--- src/ubr_pkg.sv ---
// constants, types and helpers for the uart data buffer registers
// What this block does
// - receive registers show oldest of two frames
// - nine-bit low-first pops on high read
// - receive complete set while queue holds data
// - overflow on start with queue and frame register full
// - reading receive data clears overflow
// - error flags stay clear in spi host mode
// - frame error follows first stop bit
// - parity error when enabled check fails
// - high byte bit zero holds ninth bit
// - lin mode bit zero marks response data
// - transmit data goes buffer, shifter, pin
// - nine-bit low-first commits on high write
package ubr_pkg;
    localparam logic [3:0] ADDR_RX_LOW = 4'h0;
    localparam logic [3:0] ADDR_RX_HIGH = 4'h1;
    localparam logic [3:0] ADDR_TX_LOW = 4'h2;
    localparam logic [3:0] ADDR_TX_HIGH = 4'h3;
    localparam logic [3:0] ADDR_CFG = 4'h4;
    localparam logic [3:0] ADDR_BAUD = 4'h5;
    localparam logic [3:0] ADDR_IRQ_STAT = 4'h6;
    localparam logic [3:0] ADDR_IRQ_MASK = 4'h7;
    localparam logic [2:0] CHARACTER_SIZE_9L = 3'h6;
    localparam logic [2:0] CHARACTER_SIZE_9H = 3'h7;
    localparam logic [2:0] CHARACTER_SIZE_8 = 3'h3;
    localparam logic [3:0] NBITS_MIN = 4'h5;
    localparam logic [3:0] NBITS_8 = 4'h8;
    localparam logic [3:0] NBITS_9 = 4'h9;
    localparam logic [1:0] MODE_LIN = 2'h3;
    localparam logic [1:0] LIN_PID = 2'h1;
    localparam logic [1:0] LIN_RESP = 2'h2;
    localparam logic [7:0] CFG_RST = 8'h03;
    localparam logic [7:0] BAUD_RST = 8'h0F;
    localparam logic [1:0] RXQ_DEPTH = 2'h2;
    localparam logic [3:0] TX_OVERHEAD = 4'h2;
    localparam int IRQ_RXC = 0;
    localparam int IRQ_TXE = 1;
    localparam int IRQ_OVF = 2;
    localparam int IRQ_FE = 3;
    localparam int IRQ_W = 4;

    // layout matches the configuration register
    typedef struct packed {
        logic spi_host;
        logic [1:0] rx_mode;
        logic par_en;
        logic par_odd;
        logic [2:0] character_size;
    } ubr_cfg_t;

    typedef struct packed {
        logic [8:0] data;
        logic fe;
        logic pe;
    } ubr_frame_t;

    function automatic logic [3:0] ubr_nbits(input logic [2:0] cs);
        if (cs >= CHARACTER_SIZE_9L) begin
            return NBITS_9;
        end else if (cs > CHARACTER_SIZE_8) begin
            return NBITS_8;
        end
        return NBITS_MIN + {1'b0, cs};
    endfunction

    function automatic logic [8:0] ubr_mask(input logic [8:0] d, input logic [3:0] n);
        return d & ~(9'h1FF << n);
    endfunction
endpackage

--- src/ubr_rx.sv ---
// serial receiver with one held frame in the frame register, apart from the shift register
`timescale 1ns/100ps
`default_nettype none
module ubr_rx (
    input wire logic mclk,
    input wire logic reset,
    input wire logic rxd,
    input wire ubr_pkg::ubr_cfg_t cfg,
    input wire logic [7:0] baud,
    input wire logic take,
    output logic start_seen,
    output logic held,
    output var ubr_pkg::ubr_frame_t frame
);
    import ubr_pkg::*;

    typedef enum logic [3:0] {
        RX_IDLE = 4'h1,
        RX_START = 4'h2,
        RX_BITS = 4'h4,
        RX_STOP = 4'h8
    } ubr_rx_state_t;

    ubr_rx_state_t st_q;
    logic [1:0] sync_q;
    logic [7:0] cnt_q;
    logic [3:0] bit_q;
    logic [9:0] sh_q;

    wire logic rx_in = sync_q[1];
    wire logic tick = cnt_q == 8'h00;
    wire logic [3:0] nbits = ubr_nbits(cfg.character_size);
    wire logic [3:0] last = nbits + {3'h0, cfg.par_en} - 4'h1;
    wire logic [8:0] dmask = ubr_mask(sh_q[8:0], nbits);
    wire logic pbit = sh_q[nbits];
    wire logic parity_error_flag = cfg.par_en & (^dmask ^ pbit ^ cfg.par_odd);

    always_ff @(posedge mclk or posedge reset) begin
        if (reset) begin
            sync_q <= 2'b11;
            st_q <= RX_IDLE;
            cnt_q <= 8'h00;
            bit_q <= 4'h0;
            sh_q <= 10'h000;
            held <= 1'b0;
            frame <= '0;
            start_seen <= 1'b0;
        end else begin
            sync_q <= {sync_q[0], rxd};
            start_seen <= 1'b0;
            cnt_q <= tick ? baud : cnt_q - 8'h01;
            if (take) begin
                held <= 1'b0;
            end
            case (st_q)
                RX_IDLE: if (!rx_in) begin
                    st_q <= RX_START;
                    cnt_q <= baud >> 1;
                    start_seen <= 1'b1;
                end
                RX_START: if (tick) begin
                    st_q <= rx_in ? RX_IDLE : RX_BITS;
                    bit_q <= 4'h0;
                    sh_q <= 10'h000;
                end
                RX_BITS: if (tick) begin
                    sh_q[bit_q] <= rx_in;
                    bit_q <= bit_q + 4'h1;
                    if (bit_q == last) begin
                        st_q <= RX_STOP;
                    end
                end
                RX_STOP: if (tick) begin
                    frame <= '{data: dmask, fe: !rx_in, pe: parity_error_flag};
                    held <= 1'b1;
                    st_q <= RX_IDLE;
                end
                default: st_q <= RX_IDLE;
            endcase
        end
    end
endmodule // ubr_rx
`default_nettype wire

--- src/ubr_top.sv ---
// receive queue, transmit path and register file of the data buffer
//
// Strobed register access was chosen for this implementation.
`timescale 1ns/100ps
`default_nettype none
module ubr_top (
    input wire logic mclk,
    input wire logic reset,
    input wire logic [3:0] addr,
    input wire logic [7:0] wdata,
    input wire logic wr,
    input wire logic rd,
    output logic [7:0] rd_data,
    input wire logic rxd,
    output logic txd,
    output logic irq
);
    import ubr_pkg::*;

    ubr_cfg_t cfg_q;
    logic [7:0] baud_q;
    logic [IRQ_W-1:0] irq_stat_q;
    logic [IRQ_W-1:0] irq_mask_q;
    logic [7:0] rdata_q;
    logic irq_q;

    ubr_frame_t rxq_q [RXQ_DEPTH];
    logic rxq_wp_q;
    logic rxq_rp_q;
    logic [1:0] rxq_cnt_q;
    logic ovf_q;
    logic [1:0] lin_pos_q;

    logic [7:0] txl_q;
    logic txh_q;
    logic [8:0] txb_q;
    logic txb_vld_q;
    logic [11:0] tsh_q;
    logic [3:0] tleft_q;
    logic [7:0] tcnt_q;
    logic txd_q;

    wire logic rx_start;
    wire logic rx_held;
    wire logic rxq_push;
    ubr_frame_t rx_frame;

    ubr_rx u_rx (
        .mclk(mclk),
        .reset(reset),
        .rxd(rxd),
        .cfg(cfg_q),
        .baud(baud_q),
        .take(rxq_push),
        .start_seen(rx_start),
        .held(rx_held),
        .frame(rx_frame)
    );

    // bus decode
    wire logic rd_low = rd && addr == ADDR_RX_LOW;
    wire logic rd_high = rd && addr == ADDR_RX_HIGH;
    wire logic rd_irq = rd && addr == ADDR_IRQ_STAT;
    wire logic wr_low = wr && addr == ADDR_TX_LOW;
    wire logic wr_high = wr && addr == ADDR_TX_HIGH;
    wire logic wr_cfg = wr && addr == ADDR_CFG;
    wire logic wr_baud = wr && addr == ADDR_BAUD;
    wire logic wr_mask = wr && addr == ADDR_IRQ_MASK;
    wire logic is_9l = cfg_q.character_size == CHARACTER_SIZE_9L;
    wire logic spi = cfg_q.spi_host;
    wire logic lin = cfg_q.rx_mode == MODE_LIN;

    // receive queue
    wire logic rxq_nempty = rxq_cnt_q != 2'h0;
    wire logic rxq_full = rxq_cnt_q == RXQ_DEPTH;
    wire logic rxq_pop = rxq_nempty && (is_9l ? rd_high : rd_low);
    assign rxq_push = rx_held && (!rxq_full || rxq_pop);
    wire logic ovf_set = rx_start && rxq_full && rx_held && !spi;
    wire logic rd_data_reg = rd_low || rd_high;
    wire ubr_frame_t head = rxq_q[rxq_rp_q];

    // lin field tracking: break, sync, identifier, then response
    wire logic lin_break = rx_frame.fe && rx_frame.data == 9'h000;
    wire logic [1:0] lin_pos_d = lin_break ? 2'h0 :
                                 (lin_pos_q == LIN_RESP) ? LIN_RESP :
                                 lin_pos_q + 2'h1;
    wire logic lin_resp = lin_pos_q == LIN_RESP;
    wire logic push_d8 = lin ? lin_resp : rx_frame.data[8];
    wire ubr_frame_t push_frame = '{
        data: {push_d8, rx_frame.data[7:0]},
        fe: rx_frame.fe,
        pe: rx_frame.pe
    };

    wire logic [1:0] rxq_cnt_d = rxq_cnt_q + {1'b0, rxq_push} - {1'b0, rxq_pop};

    // high byte view; errors hidden in spi host mode
    wire logic [7:0] rx_high_view = {
        rxq_nempty,
        ovf_q && !spi,
        3'h0,
        head.fe && !spi,
        head.pe && !spi,
        head.data[8]
    };

    // transmit path
    wire logic tx_idle = tleft_q == 4'h0;
    wire logic tx_load = txb_vld_q && tx_idle;
    wire logic tx_commit = !txb_vld_q && (is_9l ? wr_high : wr_low);
    wire logic [8:0] tx_char = is_9l ? {wdata[0], txl_q} : {txh_q, wdata};
    wire logic [3:0] tx_nbits = ubr_nbits(cfg_q.character_size);
    wire logic tx_tick = tcnt_q == 8'h00;

    function automatic logic [11:0] tx_frame(input logic [8:0] d, input ubr_cfg_t c);
        logic [3:0] n;
        logic [8:0] m;
        logic [11:0] v;
        n = ubr_nbits(c.character_size);
        m = ubr_mask(d, n);
        v = (12'hFFF << (n + 4'h1)) | {2'b00, m, 1'b0};
        if (c.par_en) begin
            v[n + 4'h1] = ^m ^ c.par_odd;
        end
        return v;
    endfunction

    wire logic [11:0] tx_vec = tx_frame(txb_q, cfg_q);
    wire logic [3:0] tx_len = tx_nbits + {3'h0, cfg_q.par_en} + TX_OVERHEAD;

    // interrupt status, read clears, set wins
    wire logic [IRQ_W-1:0] irq_ev = {
        rxq_push && rx_frame.fe && !spi,
        ovf_set,
        tx_load,
        rxq_push
    };
    wire logic [IRQ_W-1:0] irq_stat_d = (rd_irq ? '0 : irq_stat_q) | irq_ev;
    wire logic [IRQ_W-1:0] irq_mask_d = wr_mask ? wdata[IRQ_W-1:0] : irq_mask_q;
    wire logic [7:0] irq_view = {!txb_vld_q, 3'h0, irq_stat_q};

    wire logic [7:0] rd_mux =
        (addr == ADDR_RX_LOW) ? head.data[7:0] :
        (addr == ADDR_RX_HIGH) ? rx_high_view :
        (addr == ADDR_CFG) ? cfg_q :
        (addr == ADDR_BAUD) ? baud_q :
        (addr == ADDR_IRQ_STAT) ? irq_view :
        (addr == ADDR_IRQ_MASK) ? {4'h0, irq_mask_q} :
        8'h00;

    // register file
    always_ff @(posedge mclk or posedge reset) begin
        if (reset) begin
            cfg_q <= CFG_RST;
            baud_q <= BAUD_RST;
            irq_stat_q <= '0;
            irq_mask_q <= '0;
            rdata_q <= 8'h00;
            irq_q <= 1'b0;
        end else begin
            if (wr_cfg) begin
                cfg_q <= wdata;
            end
            if (wr_baud) begin
                baud_q <= wdata;
            end
            irq_stat_q <= irq_stat_d;
            irq_mask_q <= irq_mask_d;
            rdata_q <= rd ? rd_mux : 8'h00;
            irq_q <= |(irq_stat_d & irq_mask_d);
        end
    end

    // receive queue storage
    always_ff @(posedge mclk or posedge reset) begin
        if (reset) begin
            rxq_q[0] <= '0;
            rxq_q[1] <= '0;
            rxq_wp_q <= 1'b0;
            rxq_rp_q <= 1'b0;
            rxq_cnt_q <= 2'h0;
            lin_pos_q <= 2'h0;
        end else begin
            if (rxq_push) begin
                rxq_q[rxq_wp_q] <= push_frame;
                rxq_wp_q <= !rxq_wp_q;
                lin_pos_q <= lin_pos_d;
            end
            if (rxq_pop) begin
                rxq_rp_q <= !rxq_rp_q;
            end
            rxq_cnt_q <= rxq_cnt_d;
        end
    end

    // overflow: set beats the clearing read
    always_ff @(posedge mclk or posedge reset) begin
        if (reset) begin
            ovf_q <= 1'b0;
        end else begin
            ovf_q <= ovf_set || (ovf_q && !rd_data_reg);
        end
    end

    // transmit holding and buffer
    always_ff @(posedge mclk or posedge reset) begin
        if (reset) begin
            txl_q <= 8'h00;
            txh_q <= 1'b0;
            txb_q <= 9'h000;
            txb_vld_q <= 1'b0;
        end else begin
            if (wr_low) begin
                txl_q <= wdata;
            end
            if (wr_high) begin
                txh_q <= wdata[0];
            end
            if (tx_commit) begin
                txb_q <= tx_char;
                txb_vld_q <= 1'b1;
            end else if (tx_load) begin
                txb_vld_q <= 1'b0;
            end
        end
    end

    // transmit shifter, idles high
    always_ff @(posedge mclk or posedge reset) begin
        if (reset) begin
            tsh_q <= 12'hFFF;
            tleft_q <= 4'h0;
            tcnt_q <= 8'h00;
            txd_q <= 1'b1;
        end else if (tx_load) begin
            tsh_q <= {1'b1, tx_vec[11:1]};
            txd_q <= tx_vec[0];
            tleft_q <= tx_len;
            tcnt_q <= baud_q;
        end else if (!tx_idle && tx_tick) begin
            tsh_q <= {1'b1, tsh_q[11:1]};
            txd_q <= tsh_q[0];
            tleft_q <= tleft_q - 4'h1;
            tcnt_q <= baud_q;
        end else if (!tx_idle) begin
            tcnt_q <= tcnt_q - 8'h01;
        end
    end

    assign rd_data = rdata_q;
    assign txd = txd_q;
    assign irq = irq_q;
endmodule // ubr_top
`default_nettype wire

--- config.mk ---
export PLATFORM = sky130hd
export DESIGN_NAME = ubr_top
export DESIGN_NICKNAME = d
export VERILOG_FILES = /design/src/ubr_pkg.sv /design/src/ubr_rx.sv /design/src/ubr_top.sv
export SDC_FILE = /design/constraint.sdc
export NUM_CORES = 1
export LEC_CHECK = 0
export BUFFER_PORTS_ARGS = -buffer_cell sky130_fd_sc_hd__buf_2
export CORE_ASPECT_RATIO = 0.5
export CORE_MARGIN = 4
export CORE_UTILIZATION = 55
export CTS_CLUSTER_SIZE = 25
export DETAILED_ROUTE_END_ITERATION = 8
export PLACE_DENSITY_LB_ADDON = 0.2
export SYNTH_ARGS = -nofsm -noshare
export SYNTH_HDL_FRONTEND = slang
export SYNTH_SLANG_ARGS = --single-unit
export TNS_END_PERCENT = 100
--- constraint.sdc ---
create_clock -name mclk -period 13.6 [get_ports mclk]
set_clock_uncertainty 0.2 [all_clocks]
set_input_delay 2.72 -clock mclk [delete_from_list [all_inputs] [get_ports mclk]]
set_output_delay 2.72 -clock mclk [all_outputs]
set_load 0.01 [all_outputs]
==> out/metrics.csv <==
metric;value;unit
Iter 0 DRT Violations;642;
Slew @ Worst Pin;1.19;ns
setup TNS;0;ns
post-route cell area;8720;um^2
DIE HEIGHT;92.7;um
share of layout cells above drive strength 1;0.181;
Synthesis Warnings;0;
final setup violation count;0;
total power;1670;uW
Largest register FFs;22;
ys flop type;dfrtp_1;
unrepaired setup endpoints after global routing;false;
Reg power frac;0.397;
first-pass GRT wire length;31300;um
Critical Path RT;13.71;ns
#FFs+latches synth;146;
Most flops, register;rxq_q;
synthesized area;7890;um^2
Via density;6.02;
Placed Area;8140;um^2
Inserted Clock Buffers;17;
leading area contributor after synthesis;dfrtp_1;
nets@finish;852;
Net Sw Power;642;uW
number of port buffers;26;
Post-Syn Nets;839;
GRT Util Overall;0.242;
clk buf depth;2;
Ports;27;
CP Launch Type;primary input;
FFs w/ async S/R, synth;1.00;
CP Max Fanout;17;
Sw Ratio;0.384;
Synth top area share;0.396;
final hold violations;0;
syn_area_per_cell;9.90;um^2
fillers;1122;
vias in the first global route;5853;
Pwr Density;192;nW/um^2
maxcap violations;0;
Unique masters post-synth;65;
Pleak;0.00400;uW
total grt overflow;0;
Std-Cell Rows;30;
clock transition at the registers of the reported paths;0.06;ns
wire per inst;18.6;um
drc violations;0;
final period utilization;0.382;
largest net degree at the start of global routing;92;
Fmax;0.192;GHz
Tmin final;5.20;ns
critical path class;in -> reg;
Syn-to-layout area delta;10.5;%
Worst setup EP type;register;
clock power share;0.281;
CTS tree;done;
worst skew pair latency;0.42;ns
relative slew slack;0.200;
Routed Antenna Nets;0;
Slew Viols, Final;0;
Syn Inst Count;797;
vias;6115;
final WL;18900;um
number of flops mapped to enable cells by yosys;0;
Starting Density;0.573;
clock root buffer;clkbuf_16;
Comb power frac;0.322;
outcome;finished clean;
DRT Pass-1 Iters;6;
ANT cells;0;
htree depth;4;
routability congestion estimate;0.950;
core area;13800;um^2
crit path DAT;5.30;ns
top flop regs;rxq_q (22), tsh_q (11), u_rx.frame (11);
Die ar.;16400;um^2
post-route core utilization;0.633;
initial antenna violation count;1;
cts repair resizes;0;
P_int;1030;uW
hold_ws;0.156;ns
TritonCTS Sinks;146;
DP HPWL;13500;um
hold_buf cts;0;
sequential fraction of the synthesis area;0.466;
type of the worst min-delay path;reg -> reg;
peak supply drop;0.139;mV
Horiz. Die Dim;177;um
ranking of synthesized cells by area;dfrtp_1, mux2_2, dfstp_2;
setup bufs post-CTS;0;
==> metal layers <==
metal | track usage | routed length [um]
met1 | 0.366 | 9290
met2 | 0.364 | 8450
met3 | 0.0449 | 1040
met4 | 0.0514 | 148
met5 | 0 | 0
==> synthesized netlist by cell type, drive strengths merged, types with 14 or more instances <==
master,instances
mux2,51
dfstp,21
inv,28
nand2b,16
nand3,19
a21oi,47
xnor2,17
ha,25
o21ai,65
mux2i,28
nor3,14
nand2,107
dfrtp,125
nor2,56
clkbuf,24
==> power by group through the flow <==
stage	logic, uW	clock network, uW	registers [uW]
after floorplan	459	0	613
final	538	470	663
after global routing	605	496	676
after global placement	512	0	663
after detailed placement	528	0	665
after CTS	533	473	658
==> final cells by class <==
type	count	area (um^2)	share of cell area
Clock buffer	17	425	0.0488
Clock inverter	15	158	0.0181
Inverter	29	114	0.0131
Multi-Input combinational cell	588	3960	0.454
Sequential cell	146	3680	0.422
Tap cell	192	240	0.0276
Timing Repair Buffer	28	145	0.0166
==> kinds of logic (layout without fill, tap and decap cells) <==
kind of cell,Yosys count,count (layout),synth area share
adder cells (fa/ha/maj),25,25,0.0396
multiplexers,82,82,0.117
AND/OR/NAND/NOR,265,265,0.158
AO/OA/AOI/OAI,184,184,0.146
flip-flops,146,146,0.466
buffers and inverters,63,89,0.0330
XOR/XNOR,32,32,0.0407
==> path summary, 6_finish.rpt <==
check / start / to / slack (ns) / cells after the start
setup / recovery: addr[1] / rxq_q[11]$_DFFE_PP0P_ / 8.40 / 7
hold / removal: u_rx.sync_q[0]$_DFF_PP1_ / u_rx.sync_q[1]$_DFF_PP1_ / 0.16 / 0
setup reg to reg: cfg_q[2]$_DFFE_PP0P_ / tsh_q[3]$_DFFE_PP1P_ / 9.72 / 9
hold reg to reg: u_rx.sync_q[0]$_DFF_PP1_ / u_rx.sync_q[1]$_DFF_PP1_ / 0.16 / 0
max in group asynchronous: reset / u_rx.sh_q[1]$_DFFE_PP0P_ / 9.75 / 3
min in group asynchronous: reset / irq_stat_q[0]$_DFF_PP0_ / 2.23 / 2
==> metrics by stage <==
stage	cells	worst slack (ns)
3_5_place_dp	983	7.98
6_report	1015	8.40
4_1_cts	1015	8.42
2_1_floorplan	797	6.79
3_3_place_gp	983	8.09
5_1_grt	1015	8.11
==> cell usage in the layout, fill, tap and decap left out, types with 4 or more instances in the layout <==
| master | netlist | layout |
|---|---|---|
| clkbuf_16 | 0 | 17 |
| dfrtp_1 | 125 | 125 |
| nand2b_1 | 16 | 16 |
| inv_1 | 27 | 26 |
| o211ai_1 | 4 | 4 |
| inv_6 | 0 | 9 |
| o22ai_1 | 10 | 10 |
| o31ai_1 | 6 | 6 |
| a31oi_1 | 4 | 4 |
| dfstp_2 | 21 | 21 |
| and2_1 | 6 | 6 |
| xor2_1 | 12 | 12 |
| nor2_1 | 56 | 56 |
| mux2_2 | 51 | 51 |
| nor2b_1 | 8 | 8 |
| or2_2 | 4 | 4 |
| a21oi_1 | 47 | 47 |
| nand3b_1 | 4 | 4 |
| a22oi_1 | 8 | 8 |
| ha_1 | 25 | 25 |
| mux2i_1 | 28 | 28 |
| nand2_1 | 106 | 106 |
| nand3_1 | 19 | 19 |
| xnor2_1 | 17 | 17 |
| nor3_1 | 13 | 13 |
| o21bai_1 | 4 | 4 |
| a32o_1 | 6 | 6 |
| nor4_1 | 7 | 7 |
| nand4_1 | 6 | 6 |
| inv_8 | 0 | 4 |
| a21o_1 | 4 | 4 |
| o21ai_0 | 62 | 62 |
| o41ai_1 | 4 | 4 |
| buf_2 | 4 | 26 |
==> worst max-delay path, cell delays in order <==
cell	delay, ns
buf_2	0.20
nor3_2	0.53
and3_1	0.28
o21a_1	0.18
clkinv_1	0.23
nor2_1	0.74
mux2_2	0.42
Power figures use the tool's default switching activity.
